--- src/rss_defines.svh ---
/*
  Constants for the rotor sense sampling block: register offsets, field
  positions, reset values and event latencies. Assumes a 200 MHz clk_sys.
*/
`ifndef RSS_DEFINES_SVH
`define RSS_DEFINES_SVH

// Register port and counter widths
`define RSS_AW 4
`define RSS_DW 16
`define RSS_CW 16

// Register offsets
`define RSS_ADDR_CTRL 4'h0
`define RSS_ADDR_SCF 4'h1
`define RSS_ADDR_STS 4'h2
`define RSS_ADDR_MASK 4'h3
`define RSS_ADDR_ZC 4'h4
`define RSS_ADDR_DM 4'h5
`define RSS_ADDR_TIMER 4'h6
`define RSS_ADDR_STATE 4'h7

// Reset values
`define RSS_CTRL_RST 16'h0000
`define RSS_SCF_RST 16'h0008
`define RSS_MASK_RST 4'h0

// Status and mask bit positions
`define RSS_ST_W 4
`define RSS_ST_ZC 0
`define RSS_ST_DM 1
`define RSS_ST_TACHO 2
`define RSS_ST_READY 3

// State register bit positions
`define RSS_SR_BIT 0
`define RSS_SR_READY 1
`define RSS_SR_COMP 2

// Startup hold-off, rounded up to whole cycles
`define RSS_CLK_MHZ 200
`define RSS_STARTUP_NS 3000
`define RSS_STARTUP_CYC ((`RSS_STARTUP_NS * `RSS_CLK_MHZ + 999) / 1000)

// Latencies in clk_sys edges, first sampling edge counted as one
`define RSS_LAT_SYNC 3
`define RSS_LAT_TACHO 4
`define RSS_LAT_CAP 3
`define RSS_LAT_STATE 1

`endif

--- src/rss_pkg.sv ---
/*
  Types of the rotor sense sampling block: control layout, sampling modes
  and startup states. Assumes rss_defines.svh is on the include path.
*/
`include "rss_defines.svh"

package rss_pkg;

  typedef enum logic [1:0] {
    RSS_MODE_TACHO = 2'h0,
    RSS_MODE_OFF = 2'h1,
    RSS_MODE_ON = 2'h2,
    RSS_MODE_RSVD = 2'h3
  } rss_mode_t;

  typedef struct packed {
    logic [7:0] sampling_delay_field;
    logic [1:0] rsvd;
    logic demag_en;
    logic scf_sel;
    rss_mode_t mode;
    logic ref_en;
    logic comp_en;
  } rss_ctrl_t;

  typedef enum logic [2:0] {
    RSS_OFF = 3'b001,
    RSS_WARM = 3'b010,
    RSS_READY = 3'b100
  } rss_start_t;

endpackage : rss_pkg

--- src/rss_event_delay.sv ---
/*
  Countdown that fires a one-cycle pulse a loaded number of edges after start.
  Assumes load is at least one; a new start restarts the count.
*/
`timescale 1ns/1ps

module rss_event_delay
  import rss_pkg::*;
(
  // Clock and reset
  input wire logic clk_sys,
  input wire logic rst_n,
  // Control
  input wire logic start,
  input wire logic [`RSS_CW-1:0] load,
  // Event
  output logic fire
);

  logic [`RSS_CW-1:0] cnt_q;
  logic [`RSS_CW-1:0] cnt_d;

  always_comb begin
    cnt_d = cnt_q;
    if (start) begin
      cnt_d = load;
    end else if (cnt_q != '0) begin
      cnt_d = cnt_q - 16'h0001;
    end
  end

  always_ff @(posedge clk_sys) begin
    if (!rst_n) begin
      cnt_q <= '0;
    end else begin
      cnt_q <= cnt_d;
    end
  end

  // Action happens at the edge that ends the last counted cycle
  assign fire = (cnt_q == 16'h0001);

endmodule : rss_event_delay

--- src/rss_sync.sv ---
/*
  Two flip-flop synchroniser for the comparator output.
  Assumes an asynchronous single-bit input and a synchronous active-low reset.
*/
`timescale 1ns/1ps

module rss_sync (
  // Clock and reset
  input wire logic clk_sys,
  input wire logic rst_n,
  // Data
  input wire logic d,
  output logic q
);

  logic s1_q;
  logic s1_d;
  logic s2_q;
  logic s2_d;

  always_comb begin
    s1_d = d;
    s2_d = s1_q;
  end

  always_ff @(posedge clk_sys) begin
    if (!rst_n) begin
      s1_q <= 1'b0;
      s2_q <= 1'b0;
    end else begin
      s1_q <= s1_d;
      s2_q <= s2_d;
    end
  end

  assign q = s2_q;

endmodule : rss_sync

--- src/rss_top.sv ---
/*
  Rotor sense input stage: comparator resynchronisation, startup hold-off,
  tacho, back-EMF and demagnetisation captures of a free-running motor timer,
  register port and interrupt. Assumes phase_pwm_output is synchronous to
  clk_sys and rotor_sense_input is asynchronous.
*/
// The address map and the strobed register port were left to the implementer.
`timescale 1ns/1ps

// Summary of operation
// - Turning comparator or reference on waits 3 us before any sampling.
// - Tacho mode captures the timer on the fourth cycle after a toggle.
// - Off-time sampling captures the zero crossing three cycles after PWM rises.
// - Off-time sampling updates the sampled state one cycle after PWM rises.
// - Demag capture follows a toggle by one sampling period plus three cycles.
// - On-time delayed sampling raises zero crossing after delay plus three cycles.
// - With sampling clock chosen, on-time adds one sampling period too.
module rss_top
  import rss_pkg::*;
(
  // Clock and reset
  input wire logic clk_sys,
  input wire logic rst_n,
  // Register port
  input wire logic [`RSS_AW-1:0] addr,
  input wire logic [`RSS_DW-1:0] wr_data,
  input wire logic wr_en,
  input wire logic rd_en,
  output logic [`RSS_DW-1:0] rd_data,
  // Analog front end and PWM
  input wire logic rotor_sense_input,
  input wire logic phase_pwm_output,
  // Status
  output logic sampled_state_bit,
  output logic irq
);

  function automatic logic [`RSS_CW-1:0] rss_load(input logic [`RSS_CW:0] x);
    logic [`RSS_CW-1:0] r;
    r = x[`RSS_CW-1:0];
    if (x[`RSS_CW]) begin
      r = '1;
    end else if (x[`RSS_CW-1:0] == '0) begin
      r = 16'h0001;
    end
    return r;
  endfunction : rss_load

  // Input conditioning
  logic comp_s;
  logic comp_prev_q;
  logic comp_prev_d;
  logic pwm_prev_q;
  logic pwm_prev_d;
  logic toggle;
  logic rise;

  rss_sync u_sync (
    .clk_sys(clk_sys),
    .rst_n(rst_n),
    .d(rotor_sense_input),
    .q(comp_s)
  );

  always_comb begin
    comp_prev_d = comp_s;
    pwm_prev_d = phase_pwm_output;
  end

  always_ff @(posedge clk_sys) begin
    if (!rst_n) begin
      comp_prev_q <= 1'b0;
      pwm_prev_q <= 1'b0;
    end else begin
      comp_prev_q <= comp_prev_d;
      pwm_prev_q <= pwm_prev_d;
    end
  end

  assign toggle = comp_s ^ comp_prev_q;
  assign rise = phase_pwm_output & ~pwm_prev_q;

  // Configuration registers
  rss_ctrl_t ctrl_q;
  rss_ctrl_t ctrl_d;
  logic [`RSS_CW-1:0] scf_q;
  logic [`RSS_CW-1:0] scf_d;
  logic [`RSS_ST_W-1:0] mask_q;
  logic [`RSS_ST_W-1:0] mask_d;

  always_comb begin
    ctrl_d = ctrl_q;
    scf_d = scf_q;
    mask_d = mask_q;
    if (wr_en) begin
      unique case (addr)
        `RSS_ADDR_CTRL: begin
          ctrl_d = rss_ctrl_t'(wr_data);
          ctrl_d.rsvd = 2'h0;
        end
        `RSS_ADDR_SCF: scf_d = (wr_data == '0) ? 16'h0001 : wr_data;
        `RSS_ADDR_MASK: mask_d = wr_data[`RSS_ST_W-1:0];
        default: ;
      endcase
    end
  end

  always_ff @(posedge clk_sys) begin
    if (!rst_n) begin
      ctrl_q <= rss_ctrl_t'(`RSS_CTRL_RST);
      scf_q <= `RSS_SCF_RST;
      mask_q <= `RSS_MASK_RST;
    end else begin
      ctrl_q <= ctrl_d;
      scf_q <= scf_d;
      mask_q <= mask_d;
    end
  end

  // Startup hold-off
  rss_start_t st_q;
  rss_start_t st_d;
  logic [`RSS_CW-1:0] hold_q;
  logic [`RSS_CW-1:0] hold_d;
  logic power_on;
  logic ready;
  logic ready_evt;

  assign power_on = ctrl_q.comp_en | ctrl_q.ref_en;

  always_comb begin
    st_d = st_q;
    hold_d = hold_q;
    ready_evt = 1'b0;
    unique case (st_q)
      RSS_OFF: begin
        hold_d = '0;
        if (power_on) begin
          st_d = RSS_WARM;
        end
      end
      RSS_WARM: begin
        hold_d = hold_q + 16'h0001;
        if (!power_on) begin
          st_d = RSS_OFF;
        end else if (hold_q == 16'(`RSS_STARTUP_CYC - 1)) begin
          st_d = RSS_READY;
          ready_evt = 1'b1;
        end
      end
      RSS_READY: begin
        if (!power_on) begin
          st_d = RSS_OFF;
        end
      end
      default: st_d = RSS_OFF;
    endcase
  end

  always_ff @(posedge clk_sys) begin
    if (!rst_n) begin
      st_q <= RSS_OFF;
      hold_q <= '0;
    end else begin
      st_q <= st_d;
      hold_q <= hold_d;
    end
  end

  assign ready = (st_q == RSS_READY);

  // Sampling and capture timing
  logic samp_start;
  logic [`RSS_CW-1:0] samp_load;
  logic samp_fire;
  logic sample_now;
  logic zc_start;
  logic [`RSS_CW-1:0] zc_load;
  logic zc_fire;
  logic dm_start;
  logic [`RSS_CW-1:0] dm_load;
  logic dm_fire;
  logic [`RSS_CW-1:0] scf_extra;
  logic sampled_state_q;
  logic sampled_state_d;

  assign scf_extra = ctrl_q.scf_sel ? scf_q : '0;
  assign samp_start = ready & rise & (ctrl_q.mode == RSS_MODE_ON);
  assign samp_load = rss_load({9'h000, ctrl_q.sampling_delay_field} + {1'b0, scf_extra});
  assign sample_now = ready & (((ctrl_q.mode == RSS_MODE_OFF) & rise)
                      | ((ctrl_q.mode == RSS_MODE_ON) & samp_fire));

  assign zc_start = (sample_now & (comp_s != sampled_state_q))
                    | (ready & (ctrl_q.mode == RSS_MODE_TACHO) & toggle);
  assign zc_load = (ctrl_q.mode == RSS_MODE_TACHO)
                   ? rss_load(17'(`RSS_LAT_TACHO - `RSS_LAT_SYNC))
                   : rss_load(17'(`RSS_LAT_CAP - `RSS_LAT_STATE));
  assign dm_start = ready & ctrl_q.demag_en & toggle;
  assign dm_load = rss_load({1'b0, scf_q} + 17'(`RSS_LAT_CAP - `RSS_LAT_SYNC));

  rss_event_delay u_samp (
    .clk_sys(clk_sys),
    .rst_n(rst_n),
    .start(samp_start),
    .load(samp_load),
    .fire(samp_fire)
  );

  rss_event_delay u_zc (
    .clk_sys(clk_sys),
    .rst_n(rst_n),
    .start(zc_start),
    .load(zc_load),
    .fire(zc_fire)
  );

  rss_event_delay u_dm (
    .clk_sys(clk_sys),
    .rst_n(rst_n),
    .start(dm_start),
    .load(dm_load),
    .fire(dm_fire)
  );

  // Timer, captures and sampled state
  logic [`RSS_CW-1:0] timer_q;
  logic [`RSS_CW-1:0] timer_d;
  logic [`RSS_CW-1:0] zc_cap_q;
  logic [`RSS_CW-1:0] zc_cap_d;
  logic [`RSS_CW-1:0] dm_cap_q;
  logic [`RSS_CW-1:0] dm_cap_d;
  logic zc_take;
  logic dm_take;

  assign zc_take = ready & zc_fire;
  assign dm_take = ready & dm_fire;

  always_comb begin
    timer_d = timer_q + 16'h0001;
    zc_cap_d = zc_cap_q;
    dm_cap_d = dm_cap_q;
    sampled_state_d = sampled_state_q;
    if (zc_take) begin
      zc_cap_d = timer_q;
    end
    if (dm_take) begin
      dm_cap_d = timer_q;
    end
    if (sample_now) begin
      sampled_state_d = comp_s;
    end
  end

  always_ff @(posedge clk_sys) begin
    if (!rst_n) begin
      timer_q <= '0;
      zc_cap_q <= '0;
      dm_cap_q <= '0;
      sampled_state_q <= 1'b0;
    end else begin
      timer_q <= timer_d;
      zc_cap_q <= zc_cap_d;
      dm_cap_q <= dm_cap_d;
      sampled_state_q <= sampled_state_d;
    end
  end

  // Status, interrupt and read port
  logic [`RSS_ST_W-1:0] sts_q;
  logic [`RSS_ST_W-1:0] sts_d;
  logic [`RSS_ST_W-1:0] sts_set;
  logic irq_q;
  logic irq_d;
  logic [`RSS_DW-1:0] rd_q;
  logic [`RSS_DW-1:0] rd_d;

  always_comb begin
    sts_set = '0;
    sts_set[`RSS_ST_ZC] = zc_take & (ctrl_q.mode != RSS_MODE_TACHO);
    sts_set[`RSS_ST_TACHO] = zc_take & (ctrl_q.mode == RSS_MODE_TACHO);
    sts_set[`RSS_ST_DM] = dm_take;
    sts_set[`RSS_ST_READY] = ready_evt;
    sts_d = sts_q;
    if (wr_en && (addr == `RSS_ADDR_STS)) begin
      sts_d = sts_q & ~wr_data[`RSS_ST_W-1:0];
    end
    // Set wins over a clear in the same cycle
    sts_d = sts_d | sts_set;
    irq_d = |(sts_d & mask_d);
    rd_d = '0;
    if (rd_en) begin
      unique case (addr)
        `RSS_ADDR_CTRL: rd_d = ctrl_q;
        `RSS_ADDR_SCF: rd_d = scf_q;
        `RSS_ADDR_STS: rd_d = {12'h000, sts_q};
        `RSS_ADDR_MASK: rd_d = {12'h000, mask_q};
        `RSS_ADDR_ZC: rd_d = zc_cap_q;
        `RSS_ADDR_DM: rd_d = dm_cap_q;
        `RSS_ADDR_TIMER: rd_d = timer_q;
        `RSS_ADDR_STATE: begin
          rd_d[`RSS_SR_BIT] = sampled_state_q;
          rd_d[`RSS_SR_READY] = ready;
          rd_d[`RSS_SR_COMP] = comp_s;
        end
        default: rd_d = '0;
      endcase
    end
  end

  always_ff @(posedge clk_sys) begin
    if (!rst_n) begin
      sts_q <= '0;
      irq_q <= 1'b0;
      rd_q <= '0;
    end else begin
      sts_q <= sts_d;
      irq_q <= irq_d;
      rd_q <= rd_d;
    end
  end

  assign rd_data = rd_q;
  assign irq = irq_q;
  assign sampled_state_bit = sampled_state_q;

endmodule : rss_top

--- config.mk ---
export PLATFORM = sky130hd
export DESIGN_NAME = rss_top
export DESIGN_NICKNAME = d
export VERILOG_FILES = /design/src/rss_pkg.sv /design/src/rss_event_delay.sv /design/src/rss_sync.sv /design/src/rss_top.sv
export VERILOG_INCLUDE_DIRS = /design/src
export SDC_FILE = /design/constraint.sdc
export NUM_CORES = 1
export LEC_CHECK = 0
export ABC_AREA = 1
export BUFFER_PORTS_ARGS = -buffer_cell sky130_fd_sc_hd__clkbuf_2
export CAP_MARGIN = 25
export CELL_PAD_IN_SITES_DETAIL_PLACEMENT = 1
export CELL_PAD_IN_SITES_GLOBAL_PLACEMENT = 2
export CORE_AREA = 3 3 220 114
export DETAILED_ROUTE_END_ITERATION = 12
export DIE_AREA = 0 0 223 117
export HOLD_SLACK_MARGIN = 0.02
export PLACE_DENSITY = 0.81
export SETUP_SLACK_MARGIN = 0.15
export SYNTH_ARGS = -nofsm -noshare
export SYNTH_HDL_FRONTEND = slang
export SYNTH_SLANG_ARGS = --single-unit
--- constraint.sdc ---
create_clock -name clk_sys -period 5.6 [get_ports clk_sys]
set_clock_uncertainty 0.2 [all_clocks]
set_input_delay 0.56 -clock clk_sys [delete_from_list [all_inputs] [get_ports clk_sys]]
set_output_delay 0.56 -clock clk_sys [all_outputs]
set_load 0.1 [all_outputs]
After elaboration in Yosys (flattened, before gate mapping)
Index checks and enable logic that the tools add are counted.
{"block": "classes", "addsub": 6, "n_eq_ne": 20, "muxes": 26, "bitwise_logic": 24, "n_reduce_logical": 19}
{"operator": "$mux 16", "n": 11}
{"operator": "$pmux 13 s7", "n": 1}
{"operator": "$eq 16x1->1 const B", "n": 3}
{"operator": "$logic_not 16->1", "n": 3}
{"operator": "$reduce_bool 16->1", "n": 3}
{"operator": "$sub 16x1->16 const B", "n": 3}
{"operator": "$add 16x1->16 const B", "n": 2}
{"operator": "$pmux 16 s2", "n": 1}
{"operator": "$pmux 3 s8", "n": 1}
{"operator": "$add 8x16->17", "n": 1}
{"operator": "$eq 16x10->1 const B", "n": 1}
{"operator": "$eq 4x3->1 const B", "n": 4}
{"operator": "$and 1x1->1", "n": 15}
{"operator": "$mux 3", "n": 4}
{"operator": "$mux 4", "n": 3}
{"operator": "$reduce_bool 2->1", "n": 5}
{"operator": "$pmux 3 s3", "n": 1}
{"operator": "$and 4x4->4", "n": 2}
{"operator": "$eq 4x2->1 const B", "n": 2}
{"operator": "$reduce_and 2->1", "n": 3}
{"operator": "$eq 4x1->1 const B", "n": 1}
{"operator": "$logic_not 4->1", "n": 1}
{"operator": "$ne 2x2->1 const B", "n": 2}
{"operator": "$not 4->4", "n": 1}
{"operator": "17 further kinds", "n": 21}
{"block": "totals", "register_bits": 175, "inputBits": 26, "out_inout_bits": 18, "word_cells": 119}

Depth between registers and ports, before layout
Gate-level depths: netlist (run 1).
{"block": "logic_depth", "depth_word": 8, "ltp_mapped": 20, "mapped_depth_nobuf": 18}

Hierarchy
A second synthesis (run 1) with hierarchy kept.
{"block": "hier_totals", "cells_unflattened": 1493, "area_unflattened_um2": 9898.2}
{"mod": "rss_top", "instances": 1, "cells_per_inst": 953, "area_each_um2": 6427.4, "seq_area_each_um2": 2502.4}
{"mod": "rss_event_delay", "instances": 3, "cells_per_inst": 178, "area_each_um2": 1138.6, "seq_area_each_um2": 320.3}
{"mod": "rss_sync", "instances": 1, "cells_per_inst": 6, "area_each_um2": 55.1, "seq_area_each_um2": 40.0}

Worst setup path before layout (run 1)
Ideal clock, no wire load.
{"block": "synth_path", "path_type": "register to register", "startpoint": "register ctrl_q[4] in the netlist's numbering", "endpoint": "register u_samp.cnt_q[0]", "setup_ns": 0.120, "arrival_time_ns": 2.398, "slack_ns": 2.882, "path_stages_with_launch": 19, "path_buffers": 2, "cell_sequence": "dfxtp_1 buf_4 clkbuf_1 nand2_1 inv_1 ha_1 fa_1 nand2_1 nand2_1 nand3_1 nand2_1 nand2_1 nor2_1 nor2_2 inv_1 nor2_1 nand2_1 nand2_1 a21oi_1"}
{"block": "synth_via", "elab_chain_cells": 6}
{"element": "start, declared", "line_no": "rss_top.sv:84", "text": "rss_ctrl_t ctrl_q;"}
{"element": "start signal, assigned", "line_no": "rss_top.sv:110", "text": "ctrl_q <= rss_ctrl_t'(`RSS_CTRL_RST);"}
{"element": "start signal, assigned", "line_no": "rss_top.sv:114", "text": "ctrl_q <= ctrl_d;"}
{"element": "$mux 16 (*)", "line_no": "rss_top.sv:187", "text": "assign scf_extra = ctrl_q.scf_sel ? scf_q : '0;"}
{"element": "$add 8x16->17 (*)", "line_no": "rss_top.sv:189", "text": "assign samp_load = rss_load({9'h000, ctrl_q.sampling_delay_field} + {1'b0, scf_extra});"}
{"element": "$logic_not 16->1", "line_no": "rss_top.sv:43", "text": "end else if (x[`RSS_CW-1:0] == '0) begin"}
{"element": "$mux 16", "line_no": "rss_top.sv:43"}
{"element": "$mux 16 (*)", "line_no": "rss_top.sv:41", "text": "if (x[`RSS_CW]) begin"}
{"element": "$mux 16 (*)", "line_no": "rss_event_delay.sv:25", "text": "if (start) begin"}
{"element": "end signal, assigned", "line_no": "rss_event_delay.sv:36", "text": "cnt_q <= cnt_d;"}
{"element": "end, declared", "line_no": "rss_event_delay.sv:20", "text": "logic [`RSS_CW-1:0] cnt_q;"}
Every way passes the cells marked *; elsewhere a longest branch is shown, timed or not.
A chain may end at the register's enable or synchronous reset.

Worst setup path after layout (run 1)
Ends and elaborated chain as after synthesis.

==> results_dict.tcl, run 1 <==
set metrics [dict create \
    synth_top_cells_by_count "nand2_1, inv_1, dfxtp_1" \
    port_buffers 43 \
    final_area_sq_um 9940 \
    cpMaxStageDelayCell "dfxtp_1" \
    status "complete, no violations" \
    synth_most_common_cell "nand2_1" \
    irDropWorstVdd_uv 193 \
    pwr-share-comb_pct 21.8 \
    antennaDiodeCount 0 \
    ys.flop_type "dfxtp_1" \
    start_util_pct 38.4 \
    dp_hpwl_microns 20600 \
    relSlewSlack_pct 37.6 \
    rows 39 \
    finalSetupViolations 0 \
    drt_iter0_drc 421 \
    arrival_ns 3.21 \
    synth_area_leader_cell "dfxtp_1" \
    synth_area_leaders "dfxtp_1, nand2_1, inv_1, nor2_1, o21ai_0" \
    postCtsHoldBufs 0 \
    antenna_found_initial 0 \
    wirelength_microns 27700 \
    fin_crit_ns 3.08 \
    syn-cell-area_sq_um 8820 \
    grt_overflow 0 \
    finalHoldViolations 0 \
    rsz0062_at_grt "no" \
    wl_met2_microns 12700 \
    path_cells "nand2_1, inv_1, ha_1, fa_1, nand2_1, nand2_1, nand3_1, nand2_1, nand2_1, nor2_1, nor2_2, inv_1, nor2_1, nand2_1, nand2_1, a21oi_1" \
    synth_cell_types 49 \
    drive_above_1_share_pct 8.48 \
    path_max_fanout 21 \
    dr_total_vias 8469 \
    gr-usage-all-layers_pct 21.9 \
    startpoint_type "register" \
    viasPerCell 5.28 \
    syn-num-nets 1299 \
    top_layer_used "met4" \
    required_ns 5.73 \
    ys.warnings.count 0 \
    power_frac_seq_pct 41.0 \
    synthArstFlopShare_pct 0 \
    ios 44 \
    synth_edf_count 0 \
    intPower_w 0.00234 \
    remaining_drc_errors 0 \
    power.density_nw_per_um2 351 \
    netlist.area_leader.share_pct 39.7 \
    die-area_sq_um 26100 \
    numCtsBuffers 17 \
    fin_tns_setup_ns 0 \
    ys_seq_elements 175 \
    clock_latency_ns 0.45 \
    clk_pin_slew_ns 0.07 \
    grt_pass1_wl_microns 45500 \
    critPathMaxStageDelay_ns 0.54 \
    worst_pin_slew_ns 0.933 \
    cap_violations 0 \
    cts-root-buf "clkbuf_16" \
    grt_max_degree 46 \
    grt_pass1_vias 8558 \
    tritoncts "built" \
    postLayoutCoreUtil_pct 43.2 \
    clock_path_buffers 2 \
    avgSynthCellArea_sq_um 7.02 \
    wl_met1_microns 13800 \
    syn2layout_area_growth_pct 12.6 \
    cp_common_cell "nand2_1" \
    worst_hold_slack_ns 0.0938 \
    final_nets 1327 \
    wl_per_cell_microns 17.3 \
    postPlaceCellArea_sq_um 9290 \
    post_cts_buffers 0 \
    yosysSeqAreaShare_pct 39.7 \
    switchingPower_w 0.00114 \
    clock_power_share_pct 37.2 \
    die_w_microns 223 \
    leakage_nw 4.22 \
    syn_inst 1256 \
    htreeDepth 4 \
    routed-wl-met3_microns 751 \
    crit_family "simple AND/OR/NAND/NOR gates" \
    core_sq_um 23000 \
    die_y_microns 117 \
    slew_viol_final 0 \
    cts_resized 0 \
    crit_buf_inv 2 \
    period_share_pct 55.0 \
    drtAntennaViolNets 0 \
    cp-end-kind "register" \
    place_congestion 0.800 \
    cts_sinks 175 \
    dr.pass1.iters 6 \
    hold_path_class "input pin to register" \
    worstSetupPathType "register to register" \
    sw_frac_of_total_pct 32.8 \
    max_freq_ghz 0.324 \
]
[registers in the layout (all words and copies together), names as in the netlist]
register	flops
comp_prev_q	1
irq	1
u_sync.q	1
rd_data	16
u_zc.cnt_q	16
scf_q	16
timer_q	16
sampled_state_bit	1
st_q	3
dm_cap_q	16
mask_q	4
u_dm.cnt_q	16
u_samp.cnt_q	16
ctrl_q	14
u_sync.s1_q	1
sts_q	4
zc_cap_q	16
pwm_prev_q	1
hold_q	16
[worst paths after layout]
check	from	endpoint	slack, ns	cells past startpoint
worst min register to register	u_sync.s1_q$_SDFF_PN0_	u_sync.q$_SDFF_PN0_	0.22	2
worst min-delay path	rotor_sense_input	u_sync.s1_q$_SDFF_PN0_	0.09	3
worst max register to register	ctrl_q[4]$_SDFFE_PN0P_	u_samp.cnt_q[0]$_SDFFE_PN0P_	2.52	16
worst max-delay path	ctrl_q[4]$_SDFFE_PN0P_	u_samp.cnt_q[0]$_SDFFE_PN0P_	2.52	16
[worst reg2reg max path: cells and delay by family (launching register included)]
kind / cells / cell delay [ns]
simple gates: 11 / 1.21
fa+ha+maj: 2 / 0.64
flops: 1 / 0.54
buf+inv: 2 / 0.29
compound gates: 1 / 0.06
[area by class of cell]
type / instances / area (sq um)
clock buffers: 17 / 425
inverters: 183 / 687
repair buffers: 49 / 273
well taps: 307 / 384
multi-input cells: 858 / 4460
clock inverters: 15 / 204
fillers: 2942 / 13000
flip-flops and latches: 175 / 3500
[power groups by stage]
stage	registers (W)	clock network [W]	logic [W]
floorplan	0.00143	0	0.000584
global placement	0.00145	0	0.000740
detailed placement	0.00146	0	0.000760
CTS	0.00143	0.00133	0.000764
global route	0.00144	0.00138	0.000874
finish	0.00143	0.00130	0.000761
[per-layer routing]
metal,vias to the layer above,GRT usage [%]
met5,-,0
met4,0,6.68
met3,30,3.79
met2,94,37.1
met1,4109,29.1
li1,4236,-
[per-stage QoR]
stage               total power, W  setup slack [ns]  cells
floorplan                  0.00202              2.88   1256
global placement           0.00219              2.39   1571
detailed placement         0.00222              2.29   1571
CTS                        0.00352              2.51   1603
global route               0.00369              2.27   1604
finish                     0.00348              2.52   1604
[logic make-up after synthesis]
family                     Yosys count  synth area share [%]
buffers and inverters              223                  9.73
adders and majority gates           17                  2.50
and+or+nand+nor                    527                  26.3
AOI/OAI and AO/OA                  288                  19.2
xor gates and xnor gates            26                  2.58
DFF                                175                  39.7
[cell usage in the layout (no fill, tap or decap), drive strengths merged, types with 6 or more instances in the layout]
cell type  Yosys  final
a211oi        44     44
a21oi         89     89
a221oi        10     10
a31oi         10     10
buf           12      6
clkbuf        28     60
dfxtp        175    175
ha            16     16
inv          183    188
nand2        211    211
nand3         76     76
nand4         17     17
nor2         173    173
nor3          20     20
nor4          18     18
o21ai         98     98
o22ai         17     17
or2            8      8
xnor2         11     11
xor2          15     15
(Power assumes the default switching activity.)
==> inputs of run 2 (changes only) <==
Settings changed: ABC_AREA 1 to 0, CORE_AREA 3 3 220 114 to 3 3 234 121, DIE_AREA 0 0 223 117 to 0 0 237 124, PLACE_DENSITY 0.81 to 0.71.
Clock period 5.6 ns to 2.8 ns, I/O delays scaled along.
==> run 2 against run 1 <==
  * Die area up 13%
  * Utilization down 1.7 points
  * Sequential share of layout area down 3.1 points
  * Cell area up 9.9%
  * Critical path type unchanged
  * Wire length up 12%
==> results_dict.tcl, run 2 <==
set metrics [dict create \
    ys.flop_type "dfxtp_1" \
    max_freq_ghz 0.373 \
    postPlaceCellArea_sq_um 9660 \
    synth_most_common_cell "nand2_1" \
    wl_met1_microns 15600 \
    drt_iter0_drc 509 \
    ios 44 \
    die-area_sq_um 29400 \
    switchingPower_w 0.00279 \
    rsz0062_at_grt "yes" \
    cts-root-buf "clkbuf_16" \
    synth_area_leaders "dfxtp_1, nand2_1, a21oi_1, nor2_1, xnor2_1" \
    port_buffers 43 \
    start_util_pct 32.9 \
    hold_path_class "input pin to register" \
    hp-start "addr[0]" \
    cp-end-kind "register" \
    netlist.area_leader.share_pct 40.5 \
    avgSynthCellArea_sq_um 8.02 \
    ys_seq_elements 175 \
    worst_pin_slew_ns 0.821 \
    drive_above_1_share_pct 20.7 \
    viasPerCell 5.42 \
    r2r_slack_ns 0.12 \
    syn-num-nets 1122 \
    period_share_pct 95.8 \
    synth_edf_count 0 \
    r2r_end "u_samp.cnt_q[0]$_SDFFE_PN0P_" \
    final_area_sq_um 10900 \
    fin_crit_ns 2.68 \
    synthArstFlopShare_pct 0 \
    clock_power_share_pct 30.7 \
    multi_input_comb_area_sq_um 5170 \
    holdPathStages 4 \
    core_sq_um 26300 \
    wl_met2_microns 14100 \
    pwr-share-comb_pct 32.5 \
    grt_pass1_vias 8552 \
    final_nets 1227 \
    ff2ff_path_depth 10 \
    clk_pin_slew_ns 0.07 \
    cap_violations 0 \
    remaining_drc_errors 0 \
    antennaDiodeCount 0 \
    synth_cell_types 74 \
    htreeDepth 4 \
    arrival_ns 2.87 \
    worstSetupPathType "register to register" \
    ys.warnings.count 0 \
    cts_sinks 175 \
    slew_viol_final 0 \
    layout_common_cells "nand2_1, dfxtp_1, a21oi_1, nor2_1, buf_4" \
    rows 42 \
    grt_pass1_wl_microns 47700 \
    worst_r2r_startpoint "ctrl_q[4]$_SDFFE_PN0P_" \
    top_layer_used "met4" \
    relSlewSlack_pct 45.2 \
    startpoint_type "register" \
    synth_area_leader_cell "dfxtp_1" \
    finalSetupViolations 0 \
    dr_total_vias 8384 \
    status "complete, no violations" \
    dr.pass1.iters 7 \
    yosysSeqAreaShare_pct 40.5 \
    intPower_w 0.00550 \
    fillCellCount 3110 \
    die_y_microns 124 \
    gr-usage-all-layers_pct 21.0 \
    syn-cell-area_sq_um 8660 \
    synth_top_cells_by_count "nand2_1, dfxtp_1, a21oi_1" \
    tritoncts "built" \
    hold_path_end "rd_data[1]$_SDFF_PN0_" \
    place_congestion 0.835 \
    power_frac_seq_pct 36.8 \
    postLayoutCoreUtil_pct 41.5 \
    sw_frac_of_total_pct 33.7 \
    power.density_nw_per_um2 760 \
    dp_hpwl_microns 21700 \
    antenna_found_initial 2 \
    irDropWorstVdd_uv 543 \
    seq_area_sq_um 3510 \
    syn2layout_area_growth_pct 26.2 \
    clock_latency_ns 0.45 \
    finalHoldViolations 0 \
    die_w_microns 237 \
    clock_path_buffers 2 \
    grt_max_degree 118 \
    wl_per_cell_microns 20.1 \
    grt_overflow 0 \
    syn_inst 1079 \
    leakage_nw 3.99 \
    routed-wl-met3_microns 1040 \
    wirelength_microns 31200 \
    drtAntennaViolNets 0 \
    path_max_fanout 6 \
    final_common_cell "nand2_1" \
    required_ns 2.99 \
    numCtsBuffers 17 \
]
==> run 2: cell types whose count changed after synthesis, sizes merged, moves of 18 or more <==
| cell | delta |
|---|---|
| a211oi | -31 |
| a21oi | +37 |
| a22oi | +18 |
| and2 | +19 |
| clkbuf | +28 |
| inv | -167 |
| nand2 | -25 |
| nand3 | -39 |
| nor2 | -83 |
| o21ai | -70 |
==> run 2: kinds of logic (layout without fill, tap and decap cells) <==
| kind of cell | Yosys count | count (layout) | synth area share, % |
|---|---|---|---|
| adders and majority gates | 17 | 17 | 2.54 |
| DFF | 175 | 175 | 40.5 |
| and+or+nand+nor | 481 | 481 | 27.4 |
| buffers and inverters | 80 | 197 | 3.67 |
| muxes | 14 | 14 | 1.68 |
| xor gates and xnor gates | 54 | 54 | 5.46 |
| AOI/OAI and AO/OA | 258 | 258 | 18.8 |
==> run 2: worst max path at each step <==
stage | startpoint | slack (ns) | to
after floorplan | ctrl_q[4]$_SDFFE_PN0P_ | 0.1 | u_samp.cnt_q[0]$_SDFFE_PN0P_
after global placement | ctrl_q[4]$_SDFFE_PN0P_ | 0.09 | u_samp.cnt_q[0]$_SDFFE_PN0P_
after detailed placement | ctrl_q[4]$_SDFFE_PN0P_ | 0.06 | u_samp.cnt_q[0]$_SDFFE_PN0P_
after CTS | ctrl_q[4]$_SDFFE_PN0P_ | 0.14 | u_samp.cnt_q[0]$_SDFFE_PN0P_
after global routing | ctrl_q[4]$_SDFFE_PN0P_ | -0.01 | u_samp.cnt_q[0]$_SDFFE_PN0P_
final | ctrl_q[4]$_SDFFE_PN0P_ | 0.12 | u_samp.cnt_q[0]$_SDFFE_PN0P_
==> run 2: power groups by stage <==
stage	Sequential (W)	Clock [W]	Combinational, W
3_3_place_gp	0.00307	0	0.00226
2_1_floorplan	0.00302	0	0.00172
5_1_grt	0.00309	0.00270	0.00298
3_5_place_dp	0.00309	0	0.00233
6_report	0.00305	0.00255	0.00269
4_1_cts	0.00303	0.00262	0.00238
==> run 2: final cells by class <==
type | count | share of cell area [%]
clock buffers | 19 | 3.96
repair buffers | 150 | 10.4
flip-flops and latches | 175 | 32.1
well taps | 352 | 4.03
inverters | 16 | 0.561
clock inverters | 12 | 1.58
multi-input cells | 824 | 47.3
==> run 2: through the flow <==
stage	total power [W]	TNS, ns	hold WS, ns	std cells	setup WS (ns)
4_1_cts	0.00803	0	0.113	1529	0.137
2_1_floorplan	0.00474	0	0.202	1079	0.0960
6_report	0.00830	0	0.146	1548	0.118
3_3_place_gp	0.00534	0	0.217	1477	0.0890
5_1_grt	0.00877	-0.0118	0.156	1548	-0.0118
3_5_place_dp	0.00542	0	0.224	1477	0.0560
==> run 2: worst max-delay path, stage by stage, from the launching register on <==
cell and delay, ns:
dfxtp_4 0.36, and2_4 0.16, ha_4 0.16, fa_2 0.41, a211oi_4 0.32, nor4b_2 0.08
nand4b_1 0.21, nor4bb_1 0.29, and4_1 0.24, o2111ai_1 0.11, nand2_1 0.07
==> run 2: timing repair <==
item / 4_1_cts / 5_1_grt
gates resized for setup: 11 / 57
hold buffers: 19 / 0
pin swaps: 3 / 28
hold endpoints to repair: 35 / 0
setup buffers: 2 / 17
gates cloned: 0 / 2
endpoints found under the setup margin: 11 / 56
==> run 2: metal layers <==
metal,global-route usage [%],up-vias
li1,-,4071
met2,34.7,99
met4,5.13,0
met3,3.65,26
met5,0,-
met1,28.7,4188
==> inputs of run 3 (changes only) <==
Settings changed: ABC_AREA 0 to 1, CORE_AREA 3 3 234 121 to 3 3 220 114, DIE_AREA 0 0 237 124 to 0 0 223 117, PLACE_DENSITY 0.71 to 0.81.
Clock period 2.8 ns to 3.2 ns, I/O delays scaled along.
==> run 3 against run 2 <==
  * Clock power shrank 16%
  * Final cell count grew 5.4%
  * Register-to-register slack gained 0.45 ns
  * Non-clock buffer count shrank 73
  * Via count grew 1.8%
  * Maximum frequency grew 1.9%
  * Worst setup slack gained 0.45 ns
  * Flip-flop and latch count is the same
  * Largest power group unchanged
  * Critical path depth grew 8
  * Count of clock-buffer cells in the layout grew 2
  * Critical path type unchanged
  * Total power shrank 27%
  * Utilization grew 2.6 points
==> results_dict.tcl, run 3 (synthesized netlist as in run 1, its figures left out) <==
set metrics [dict create \
    fin_tns_setup_ns 0 \
    worst_hold_slack_ns 0.0454 \
    holdPathStages 3 \
    start_util_pct 38.4 \
    grt_overflow 0 \
    cap_violations 0 \
    gr-usage-all-layers_pct 22.3 \
    place_congestion 0.857 \
    power.density_nw_per_um2 596 \
    finalHoldViolations 0 \
    clock_latency_ns 0.45 \
    worst_pin_slew_ns 0.710 \
    dr.pass1.iters 5 \
    dp_hpwl_microns 20900 \
    core_sq_um 23000 \
    rsz0062_at_grt "no" \
    relSlewSlack_pct 52.5 \
    max_freq_ghz 0.380 \
    period_share_pct 82.3 \
    antennaDiodeCount 0 \
    status "complete, no violations" \
    die_w_microns 223 \
    drtAntennaViolNets 0 \
    layout_common_cells "nand2_1, inv_1, dfxtp_1, nor2_1, o21ai_0" \
    required_ns 3.37 \
    cts_sinks 175 \
    syn2layout_area_growth_pct 14.8 \
    port_buffers 43 \
    cp-end-kind "register" \
    grt_pass1_vias 8771 \
    final_area_sq_um 10100 \
    wl_per_cell_microns 17.2 \
    fin_crit_ns 2.63 \
    postPlaceCellArea_sq_um 9390 \
    viasPerCell 5.23 \
    ff2ff_path_depth 18 \
    clk_pin_slew_ns 0.07 \
    fin_total_pwr_w 0.00604 \
    numCtsBuffers 17 \
    final_common_cell "nand2_1" \
    tritoncts "built" \
    cts_resized 0 \
    leakage_nw 4.31 \
    rows 39 \
    startpoint_type "register" \
    clock_path_buffers 2 \
    drive_above_1_share_pct 9.06 \
    cts-root-buf "clkbuf_16" \
    irDropWorstVdd_uv 456 \
    die_y_microns 117 \
    final_nets 1355 \
    ios 44 \
    arrival_ns 2.81 \
    drt_iter0_drc 371 \
    hold_path_class "input pin to register" \
    wirelength_microns 28100 \
    die-area_sq_um 26100 \
    worstSetupPathType "register to register" \
    antenna_found_initial 0 \
    postLayoutCoreUtil_pct 44.1 \
    finalSetupViolations 0 \
    slew_viol_final 0 \
    remaining_drc_errors 0 \
    htreeDepth 4 \
    dr_total_vias 8534 \
    grt_max_degree 35 \
    path_max_fanout 16 \
    fillCellCount 2965 \
    grt_pass1_wl_microns 45800 \
]
==> run 3: cell count changes in the layout (fill, tap and decap cells not counted), moves of 25 or more <==
cell / before / now
inv_1: 15 / 179
nor2_1: 90 / 166
o21ai_0: 25 / 98
buf_4: 78 / 19
nand3_1: 36 / 75
a211oi_1: 8 / 43
a21oi_1: 117 / 89
nand2_1: 185 / 210
==> run 3: repair_timing <==
item,CTS,global route
setup endpoints to repair,0,0
hold buffers,15,0
endpoints found under the hold margin,20,0
buffers inserted,0,0
==> run 3: layout make-up <==
class                      instances  area [sq um]  share of cell area, %
multi-input combinational        858          4460                   44.0
sequential                       175          3500                   34.6
tap                              307           384                   3.79
clock buffer                      21           460                   4.55
inverter                         183           687                   6.78
timing repair buffer              77           508                   5.01
clock inverter                    10           128                   1.26
==> run 3: critical path, stage by stage (launching register included) <==
cell and delay, ns:
dfxtp_1 0.36, buf_4 0.21, nand2_1 0.08, inv_1 0.04, ha_1 0.36, nand2_1 0.13, nor2_1 0.19, nand3_1 0.13
nand2_1 0.14, nand2_1 0.08, nand2_1 0.06, nand2_1 0.04, nand2_1 0.11, nand2_1 0.07, nor2_1 0.09, nand2_1 0.05
nand2_1 0.05, nand2_1 0.04, a21oi_1 0.12
==> run 3: metrics by stage <==
stage / cells / setup slack, ns
finish: 1631 / 0.568
global route: 1631 / 0.202
CTS: 1631 / 0.578
detailed placement: 1585 / 0.585
global placement: 1585 / 0.641
floorplan: 1256 / 0.482
==> run 3: layer usage <==
layer / track usage (%) / wire length, microns / vias to the layer above
met5: 0 / 0 / -
met4: 5.71 / 294 / 0
met3: 4.51 / 692 / 19
met2: 39.6 / 13400 / 65
met1: 28.0 / 13700 / 4137
li1: - / - / 4313
==> run 3: report_power, final <==
part / total [W] / switching, W / internal (W)
registers: 0.00250 / 0.000141 / 0.00236
clock network: 0.00213 / 0.000935 / 0.00120
logic: 0.00140 / 0.000878 / 0.000520
==> run 3: path summary, 6_finish.rpt <==
check | startpoint | end | slack (ns)
worst min register to register | u_sync.s1_q$_SDFF_PN0_ | u_sync.q$_SDFF_PN0_ | 0.21
worst max-delay path | ctrl_q[4]$_SDFFE_PN0P_ | u_samp.cnt_q[0]$_SDFFE_PN0P_ | 0.57
worst max register to register | ctrl_q[4]$_SDFFE_PN0P_ | u_samp.cnt_q[0]$_SDFFE_PN0P_ | 0.57
worst min-delay path | wr_data[2] | scf_q[2]$_SDFFE_PN0P_ | 0.05
